## src/core/uiax_pkg.sv

```systemverilog
// Constants, types and address decoding for the transceiver control and indirect access block
package uiax_pkg;

  // Processor-side register offsets
  localparam logic [7:0] SFR_ADR_OFS = 8'h96;
  localparam logic [7:0] SFR_XCN_OFS = 8'hd7;
  localparam logic [7:0] SFR_DAT_OFS = 8'h97;

  // Reset values
  localparam logic [6:0] ADR_RST     = 7'h00;
  localparam logic [4:0] XCN_RST     = 5'h00;
  localparam logic [7:0] DAT_RST     = 8'h00;
  localparam logic [3:0] EP_SEL_RST  = 4'h0;

  // Field positions of indirect_address_control
  localparam int ADR_BUSY_BIT = 7;
  localparam int ADR_AUTO_BIT = 6;
  localparam int ADR_PTR_MSB  = 5;

  // Field positions of transceiver_control
  localparam int XCN_PULLUP_BIT = 7;
  localparam int XCN_XCVR_BIT   = 6;
  localparam int XCN_SPEED_BIT  = 5;
  localparam int XCN_TEST_MSB   = 4;
  localparam int XCN_TEST_LSB   = 3;

  // Line drive test modes
  localparam logic [1:0] TEST_NORMAL = 2'h0;
  localparam logic [1:0] TEST_DIFF1  = 2'h1;
  localparam logic [1:0] TEST_DIFF0  = 2'h2;
  localparam logic [1:0] TEST_SE0    = 2'h3;

  // Core register map
  localparam logic [5:0] CA_FUNC_ADDR   = 6'h00;
  localparam logic [5:0] CA_POWER       = 6'h01;
  localparam logic [5:0] CA_IN_INT      = 6'h02;
  localparam logic [5:0] CA_OUT_INT     = 6'h04;
  localparam logic [5:0] CA_CM_INT      = 6'h06;
  localparam logic [5:0] CA_IN_IE       = 6'h07;
  localparam logic [5:0] CA_OUT_IE      = 6'h09;
  localparam logic [5:0] CA_CM_IE       = 6'h0b;
  localparam logic [5:0] CA_FRAME_LO    = 6'h0c;
  localparam logic [5:0] CA_FRAME_HI    = 6'h0d;
  localparam logic [5:0] CA_EP_SEL      = 6'h0e;
  localparam logic [5:0] CA_CLK_RECOVER = 6'h0f;
  localparam logic [5:0] CA_EP0_CSR     = 6'h11;
  localparam logic [5:0] CA_IN_CSR_HI   = 6'h12;
  localparam logic [5:0] CA_OUT_CSR_LO  = 6'h14;
  localparam logic [5:0] CA_OUT_CSR_HI  = 6'h15;
  localparam logic [5:0] CA_EP0_CNT     = 6'h16;
  localparam logic [5:0] CA_OUT_CNT_HI  = 6'h17;
  localparam logic [5:0] CA_FIFO_FIRST  = 6'h20;
  localparam logic [5:0] CA_FIFO_LAST   = 6'h23;
  localparam logic [3:0] EP_SEL_MAX     = 4'h3;

  typedef enum logic [2:0] {
    ST_IDLE = 3'b001,
    ST_RD   = 3'b010,
    ST_WR   = 3'b100
  } uiax_state_t;

  typedef struct packed {
    logic       we;
    logic [5:0] addr;
    logic [7:0] wdata;
  } uiax_acc_t;

  typedef struct packed {
    logic intr;
    logic common;
    logic indexed;
    logic fifo;
    logic local_sel;
  } uiax_region_t;

  typedef struct packed {
    logic vbus;
    logic plus;
    logic minus;
  } uiax_pins_t;

  function automatic uiax_region_t core_region(input logic [5:0] a);
    uiax_region_t r;
    r           = '0;
    r.intr      = (a == CA_IN_INT) || (a == CA_OUT_INT) || (a == CA_CM_INT) ||
                  (a == CA_IN_IE) || (a == CA_OUT_IE) || (a == CA_CM_IE);
    r.common    = (a == CA_FUNC_ADDR) || (a == CA_POWER) || (a == CA_FRAME_LO) ||
                  (a == CA_FRAME_HI) || (a == CA_CLK_RECOVER);
    r.local_sel = (a == CA_EP_SEL);
    r.fifo      = (a >= CA_FIFO_FIRST) && (a <= CA_FIFO_LAST);
    r.indexed   = (a == CA_EP0_CSR) || (a == CA_IN_CSR_HI) || (a == CA_OUT_CSR_LO) ||
                  (a == CA_OUT_CSR_HI) || (a == CA_EP0_CNT) || (a == CA_OUT_CNT_HI);
    return r;
  endfunction : core_region

endpackage : uiax_pkg

```

## src/core/uiax_core_map.sv

```systemverilog
// Core register map decode and the endpoint selector register
`timescale 1ns/1ns
`default_nettype none
module uiax_core_map
  import uiax_pkg::*;
(
  input  wire logic         clk_i,
  input  wire logic         rst_i,
  input  wire uiax_acc_t    acc_i,
  input  wire logic         done_i,
  input  wire logic [7:0]   core_rdata_i,
  output uiax_region_t      region_o,
  output logic              mapped_o,
  output logic [1:0]        ep_o,
  output logic [7:0]        rdata_o
);

  logic [3:0] sel_reg;
  logic [3:0] sel_next;

  always_comb begin
    region_o = core_region(acc_i.addr);
    // Indexed access with a reserved selector never reaches the core
    mapped_o = region_o.intr || region_o.common || region_o.fifo ||
               (region_o.indexed && (sel_reg <= EP_SEL_MAX));
    ep_o     = sel_reg[1:0];
    if (region_o.local_sel) begin
      rdata_o = {4'h0, sel_reg};
    end else if (mapped_o) begin
      rdata_o = core_rdata_i;
    end else begin
      rdata_o = 8'h00;
    end
    sel_next = sel_reg;
    if (done_i && acc_i.we && region_o.local_sel) begin
      sel_next = acc_i.wdata[3:0];
    end
  end

  always_ff @(posedge clk_i or posedge rst_i) begin
    if (rst_i) begin
      sel_reg <= EP_SEL_RST;
    end else begin
      sel_reg <= sel_next;
    end
  end

endmodule : uiax_core_map
`default_nettype wire

```

## src/core/uiax_ctrl.sv

```systemverilog
// Transceiver control and indirect core register access bridge
// How it works
// - Pull-up off when attach bit clear
// - Speed bit picks rate and pull-up line
// - Transceiver enable bit suspends or runs transceiver
// - Test field forces the line levels
// - Status shows differential line state
// - Status shows each line level
// - Data port accesses the pointed core register
// - Pointer is six low address bits
// - Writing busy one starts a core read
// - Busy holds until read data loaded
// - Auto-read restarts read on data read
// - Interrupt flag and enable addresses fixed
// - Common register and FIFO addresses fixed
// - Indexed register addresses fixed
// - Endpoint selector low four bits, 4-15 reserved
`timescale 1ns/1ns
`default_nettype none
module uiax_ctrl
  import uiax_pkg::*;
(
  input  wire logic        clk_i,
  input  wire logic        rst_i,
  input  wire logic [7:0]  sfr_addr_i,
  input  wire logic        sfr_wr_i,
  input  wire logic        sfr_rd_i,
  input  wire logic [7:0]  sfr_wdata_i,
  output logic [7:0]       sfr_rdata_o,
  output logic             core_req_o,
  output logic             core_we_o,
  output logic [5:0]       core_addr_o,
  output logic [1:0]       core_ep_o,
  output logic [7:0]       core_wdata_o,
  input  wire logic [7:0]  core_rdata_i,
  input  wire logic        core_ack_i,
  input  wire logic        vbus_i,
  input  wire logic        line_plus_i,
  input  wire logic        line_minus_i,
  input  wire logic        tx_plus_i,
  input  wire logic        tx_minus_i,
  input  wire logic        tx_oe_i,
  output logic             line_plus_o,
  output logic             line_minus_o,
  output logic             line_plus_oe_o,
  output logic             line_minus_oe_o,
  output logic             pullup_plus_o,
  output logic             pullup_minus_o,
  output logic             xcvr_enable_o,
  output logic             full_speed_o
);

  // Access state
  uiax_state_t  state_reg;
  uiax_state_t  state_next;
  uiax_acc_t    acc_reg;
  uiax_acc_t    acc_next;
  logic [6:0]   adr_reg;
  logic [6:0]   adr_next;
  logic [4:0]   xcn_reg;
  logic [4:0]   xcn_next;
  logic [7:0]   dat_reg;
  logic [7:0]   dat_next;
  logic [7:0]   rdata_reg;
  logic [7:0]   rdata_next;
  logic         idle;
  logic         busy;
  logic         wr_adr;
  logic         wr_xcn;
  logic         wr_dat;
  logic         rd_dat;
  logic         start_rd;
  logic         start_wr;
  logic         done;
  logic [5:0]   ptr;
  logic [5:0]   start_ptr;

  // Map outputs
  uiax_region_t region;
  logic         mapped;
  logic [1:0]   ep_sel;
  logic [7:0]   map_rdata;

  // Line state
  uiax_pins_t   sync1_reg;
  uiax_pins_t   sync1_next;
  uiax_pins_t   sync2_reg;
  uiax_pins_t   sync2_next;
  logic         diff_reg;
  logic         diff_next;
  logic         plus_reg;
  logic         plus_next;
  logic         minus_reg;
  logic         minus_next;
  logic         plus_oe_reg;
  logic         plus_oe_next;
  logic         minus_oe_reg;
  logic         minus_oe_next;
  logic         pu_plus_reg;
  logic         pu_plus_next;
  logic         pu_minus_reg;
  logic         pu_minus_next;
  logic         pullup_en;
  logic         xcvr_en;
  logic         speed;
  logic [1:0]   test;

  assign pullup_en = xcn_reg[XCN_PULLUP_BIT - 3];
  assign xcvr_en   = xcn_reg[XCN_XCVR_BIT - 3];
  assign speed     = xcn_reg[XCN_SPEED_BIT - 3];
  assign test      = xcn_reg[XCN_TEST_MSB - 3:XCN_TEST_LSB - 3];
  assign ptr       = adr_reg[ADR_PTR_MSB:0];
  assign idle      = (state_reg == ST_IDLE);
  assign busy      = (state_reg == ST_RD);

  uiax_core_map u_map (
    .clk_i        (clk_i),
    .rst_i        (rst_i),
    .acc_i        (acc_reg),
    .done_i       (done),
    .core_rdata_i (core_rdata_i),
    .region_o     (region),
    .mapped_o     (mapped),
    .ep_o         (ep_sel),
    .rdata_o      (map_rdata)
  );

  // Core side handshake; unmapped or local targets complete without the core
  assign core_req_o   = !idle && mapped;
  assign core_we_o    = (state_reg == ST_WR);
  assign core_addr_o  = acc_reg.addr;
  assign core_ep_o    = ep_sel;
  assign core_wdata_o = acc_reg.wdata;
  assign done         = !idle && (mapped ? core_ack_i : 1'b1);

  always_comb begin
    wr_adr     = sfr_wr_i && (sfr_addr_i == SFR_ADR_OFS);
    wr_xcn     = sfr_wr_i && (sfr_addr_i == SFR_XCN_OFS);
    wr_dat     = sfr_wr_i && (sfr_addr_i == SFR_DAT_OFS);
    rd_dat     = sfr_rd_i && (sfr_addr_i == SFR_DAT_OFS);
    start_ptr  = wr_adr ? sfr_wdata_i[ADR_PTR_MSB:0] : ptr;
    start_rd   = idle && ((wr_adr && sfr_wdata_i[ADR_BUSY_BIT]) ||
                          (rd_dat && adr_reg[ADR_AUTO_BIT]));
    start_wr   = idle && wr_dat;
    state_next = state_reg;
    acc_next   = acc_reg;
    adr_next   = adr_reg;
    xcn_next   = xcn_reg;
    dat_next   = dat_reg;
    rdata_next = rdata_reg;
    if (wr_adr) begin
      adr_next = sfr_wdata_i[ADR_AUTO_BIT:0];
    end
    if (wr_xcn) begin
      xcn_next = sfr_wdata_i[XCN_PULLUP_BIT:XCN_TEST_LSB];
    end
    case (state_reg)
      ST_IDLE: begin
        if (start_rd) begin
          state_next     = ST_RD;
          acc_next.we    = 1'b0;
          acc_next.addr  = start_ptr;
          acc_next.wdata = 8'h00;
        end else if (start_wr) begin
          state_next     = ST_WR;
          acc_next.we    = 1'b1;
          acc_next.addr  = ptr;
          acc_next.wdata = sfr_wdata_i;
          dat_next       = sfr_wdata_i;
        end
      end
      ST_RD: begin
        if (done) begin
          state_next = ST_IDLE;
          dat_next   = map_rdata;
        end
      end
      ST_WR: begin
        if (done) begin
          state_next = ST_IDLE;
        end
      end
      default: begin
        state_next = ST_IDLE;
      end
    endcase
    if (sfr_rd_i) begin
      if (sfr_addr_i == SFR_ADR_OFS) begin
        rdata_next = {busy, adr_reg};
      end else if (sfr_addr_i == SFR_XCN_OFS) begin
        rdata_next = {xcn_reg, diff_reg, sync2_reg.plus, sync2_reg.minus};
      end else if (sfr_addr_i == SFR_DAT_OFS) begin
        rdata_next = dat_reg;
      end else begin
        rdata_next = 8'h00;
      end
    end
  end

  always_ff @(posedge clk_i or posedge rst_i) begin
    if (rst_i) begin
      state_reg <= ST_IDLE;
      acc_reg   <= '0;
      adr_reg   <= ADR_RST;
      xcn_reg   <= XCN_RST;
      dat_reg   <= DAT_RST;
      rdata_reg <= 8'h00;
    end else begin
      state_reg <= state_next;
      acc_reg   <= acc_next;
      adr_reg   <= adr_next;
      xcn_reg   <= xcn_next;
      dat_reg   <= dat_next;
      rdata_reg <= rdata_next;
    end
  end

  assign sfr_rdata_o = rdata_reg;

  // Line side: pin sampling, pull-up placement and drive
  always_comb begin
    sync1_next    = '{vbus: vbus_i, plus: line_plus_i, minus: line_minus_i};
    sync2_next    = sync1_reg;
    diff_next     = diff_reg;
    if (!xcvr_en) begin
      diff_next = 1'b0;
    end else if (sync2_reg.plus != sync2_reg.minus) begin
      diff_next = sync2_reg.plus;
    end
    pu_plus_next  = pullup_en && sync2_reg.vbus && speed;
    pu_minus_next = pullup_en && sync2_reg.vbus && !speed;
    case (test)
      TEST_DIFF1: begin
        plus_next  = 1'b1;
        minus_next = 1'b0;
      end
      TEST_DIFF0: begin
        plus_next  = 1'b0;
        minus_next = 1'b1;
      end
      TEST_SE0: begin
        plus_next  = 1'b0;
        minus_next = 1'b0;
      end
      default: begin
        plus_next  = tx_plus_i;
        minus_next = tx_minus_i;
      end
    endcase
    plus_oe_next  = xcvr_en && ((test != TEST_NORMAL) || tx_oe_i);
    minus_oe_next = plus_oe_next;
  end

  always_ff @(posedge clk_i or posedge rst_i) begin
    if (rst_i) begin
      sync1_reg    <= '0;
      sync2_reg    <= '0;
      diff_reg     <= 1'b0;
      plus_reg     <= 1'b0;
      minus_reg    <= 1'b0;
      plus_oe_reg  <= 1'b0;
      minus_oe_reg <= 1'b0;
      pu_plus_reg  <= 1'b0;
      pu_minus_reg <= 1'b0;
    end else begin
      sync1_reg    <= sync1_next;
      sync2_reg    <= sync2_next;
      diff_reg     <= diff_next;
      plus_reg     <= plus_next;
      minus_reg    <= minus_next;
      plus_oe_reg  <= plus_oe_next;
      minus_oe_reg <= minus_oe_next;
      pu_plus_reg  <= pu_plus_next;
      pu_minus_reg <= pu_minus_next;
    end
  end

  assign line_plus_o     = plus_reg;
  assign line_minus_o    = minus_reg;
  assign line_plus_oe_o  = plus_oe_reg;
  assign line_minus_oe_o = minus_oe_reg;
  assign pullup_plus_o   = pu_plus_reg;
  assign pullup_minus_o  = pu_minus_reg;
  assign xcvr_enable_o   = xcvr_en;
  assign full_speed_o    = speed;
endmodule : uiax_ctrl
`default_nettype wire

```

## config.mk

```make
export PLATFORM = sky130hd
export DESIGN_NAME = uiax_ctrl
export DESIGN_NICKNAME = d
export VERILOG_FILES = /design/src/core/uiax_pkg.sv /design/src/core/uiax_core_map.sv /design/src/core/uiax_ctrl.sv
export SDC_FILE = /design/constraint.sdc
export NUM_CORES = 1
export LEC_CHECK = 0
export BUFFER_PORTS_ARGS = -buffer_cell sky130_fd_sc_hd__clkbuf_2
export CORE_ASPECT_RATIO = 1.5
export CORE_MARGIN = 3
export CORE_UTILIZATION = 48
export CTS_CLUSTER_SIZE = 12
export DETAILED_ROUTE_END_ITERATION = 12
export PLACE_DENSITY = 0.86
export SYNTH_ARGS = -nofsm -noshare
export SYNTH_HDL_FRONTEND = slang
export SYNTH_SLANG_ARGS = --single-unit
```

## constraint.sdc

```tcl
create_clock -name clk_i -period 2 [get_ports clk_i]
set_clock_uncertainty 0.15 [all_clocks]
set_input_delay 0.4 -clock clk_i [delete_from_list [all_inputs] [get_ports clk_i]]
set_output_delay 0.4 -clock clk_i [all_outputs]
set_load 0.05 [all_outputs]
```

==> results_dict.tcl <==
set metrics [dict create \
    rows 34 \
    final_area_um2 3870 \
    wirelength_um 8300 \
    grt_pass1_vias 2629 \
    clkTransAtPathRegs_ns 0.08 \
    ys_ff_latch 62 \
    synth_area_per_cell_um2 11.3 \
    path_delay_family "simple AND/OR/NAND/NOR gates" \
    clock_latency_ns 0.35 \
    drt_pass1_iterations 4 \
    r2r_end "dat_reg[2]" \
    io_buffers 68 \
    synth_edf_count 0 \
    crit_type "flop to output pin" \
    die_h_um 101 \
    r2r_start "core_addr_o[3]" \
    synth-main-ff-cell "dfrtp_1" \
    arrival_ns 1.95 \
    postSynthCellCount 256 \
    cts_max_path_buffers 2 \
    yosysUniqueCellTypes 46 \
    rsz0062_at_grt "true" \
    r2r_slack_ns -0.24 \
    worstPathRequired_ns 1.45 \
    gr-total-overflow 0 \
    violations "setup timing" \
    start_util_pct 49.8 \
    slew_headroom_pct 45.9 \
    grt_pass1_wl_um 13500 \
    ant_nets 0 \
    area_delta_synth_final_pct 33.3 \
    antenna_cells 0 \
    critPathMaxFanout 2 \
    syn_nets 291 \
    htree_levels 3 \
    worst_pin_slew_ns 0.803 \
    fin_crit_sh_pct 125 \
    cp-endpoint "core_req_o" \
    peakVddDrop_v 0.000438 \
    clock.fmax_ghz 0.401 \
    routed-via-count 2407 \
    synth_warnings 0 \
    min_path_type "input pin to flop" \
    hpwl_um 5390 \
    start_kind "flop" \
    end_kind "output pin" \
    track_usage_pct 25.2 \
    ys_seq_area_share_pct 53.5 \
    cts_buffers 9 \
    layout_setup_ws_ns -0.496 \
    gp_congestion 0.955 \
    dieArea_um2 7030 \
    status "finished, violations left" \
    drive_above_1_share_pct 48.3 \
    io_pins 69 \
    crit_buf_inv 1 \
    r2r_cells 6 \
    p_leak_uw 0.00199 \
    grt_max_degree 63 \
    placed_cell_area_um2 3430 \
    slowest_stage "or4_4" \
    drtIter0Drc 216 \
    synth-async-reset-ratio_pct 100 \
    hold_violations 0 \
    setup_viol 24 \
    cp.depth 5 \
    die_w_um 69.5 \
    vias_per_cell 5.68 \
    core_um2 5830 \
    slew_viol_final 0 \
    period_needed_ns 2.50 \
    final_nets 382 \
    wl_per_cell_um 19.6 \
    max_stage_delay_ns 0.54 \
    clockRootBuffer "clkbuf_8" \
    drc 0 \
    powerDensity_nw_per_um2 696 \
    path_cells "or4_4 > o22ai_2 > o211ai_1 > nor2b_4 > buf_12" \
    dp_slack_ns -0.239 \
    cp-startpoint "core_addr_o[3]" \
    antenna_found_initial 0 \
    synth_area_um2 2900 \
    maxCapViolations 0 \
    clock-sinks 62 \
    tritoncts "done" \
]
==> routing by layer <==
metal | GRT usage (%) | vias to the layer above | wire, µm
met4 | 14.4 | 0 | 374
met2 | 45.4 | 104 | 4530
li1 | - | 1085 | -
met3 | 6.45 | 32 | 417
met5 | 0 | - | 0
met1 | 26.6 | 1186 | 2980
==> per-stage QoR <==
| step | hold slack (ns) | std cells | setup TNS [ns] | utilization, % | power (µW) |
|---|---|---|---|---|---|
| 6_report | 0.115 | 424 | -3.40 | 66.4 | 2690 |
| 5_1_grt | 0.114 | 424 | -4.44 | 66.4 | 2800 |
| 4_1_cts | 0.105 | 424 | -3.11 | 65.6 | 2700 |
| 3_5_place_dp | 0.187 | 396 | -2.85 | 58.8 | 1600 |
| 3_3_place_gp | 0.184 | 396 | -1.81 | 58.8 | 1590 |
| 2_1_floorplan | 0.181 | 256 | -1.22 | - | 1500 |
==> power by group <==
group / internal (µW) / leakage [µW] / switching [µW]
combinational: 102 / 0.00105 / 169
sequential: 1290 / 0.000839 / 31.6
clock: 578 / 0.0000996 / 518
total: 1970 / 0.00199 / 719
==> layout by cell type (no fill, tap or decap), types with 5 or more instances in the layout <==
cell       n
clkbuf_2  66
dfrtp_1   61
buf_4     28
nor2_1    18
mux2_2    16
nand2_1   12
inv_1     11
a21oi_1   11
a22o_1    10
clkbuf_8   9
o22ai_1    8
mux2i_1    7
nor2b_1    5
a31oi_1    5
o21ai_0    5
a21o_1     5
==> cell type report <==
type | instances | area (µm²)
fill | 424 | 1960
sequential | 62 | 1550
multi-input combinational | 155 | 1250
timing repair buffer | 107 | 733
clock buffer | 9 | 124
tap | 72 | 90.1
clock inverter | 7 | 73.8
inverter | 12 | 48.8
==> logic make-up after synthesis <==
logic type             share of synthesized area (%)
buffers and inverters                           7.63
AND/OR/NAND/NOR                                 11.1
flip-flops                                      53.5
AO/OA/AOI/OAI                                   17.2
multiplexers                                    10.2
XOR/XNOR                                       0.302
==> cell usage after synthesis, types with 2 or more instances <==
library cell	count	area, µm²
a21o_1	5	37.5
a21oi_1	11	55.1
a221o_2	4	45.0
a22o_1	10	87.6
a31o_2	5	43.8
a31oi_1	5	31.3
and2_1	6	37.5
and3_1	2	12.5
buf_2	3	15.0
buf_4	19	143
clkbuf_1	4	15.0
dfrtp_1	61	1530
inv_1	12	45.0
mux2_2	20	225
mux2i_1	7	70.1
nand2_1	12	45.0
nand3_1	4	20.0
nor2_1	19	71.3
nor2b_1	6	37.5
nor3b_1	3	22.5
o211ai_1	2	15.0
o21ai_0	5	25.0
o22ai_1	8	50.1
==> repair_timing <==
item | CTS | global route
hold buffers | 4 | 0
gates cloned | 1 | 0
pin swaps | 19 | 7
setup endpoints to repair | 25 | 31
hold endpoints to repair | 64 | 0
setup buffers | 8 | 2
gates resized for setup | 17 | 11
==> how the worst min path moves through the flow <==
stage,from,endpoint,cells after the start
6_report,tx_oe_i,line_minus_oe_o,2
5_1_grt,tx_oe_i,line_minus_oe_o,2
4_1_cts,tx_oe_i,line_minus_oe_o,2
3_5_place_dp,sync1_reg[0],sync2_reg[0],0
3_3_place_gp,sync1_reg[0],sync2_reg[0],0
2_1_floorplan,sync1_reg[0],sync2_reg[0],0
Note: power is estimated with default switching activity, not from simulation.
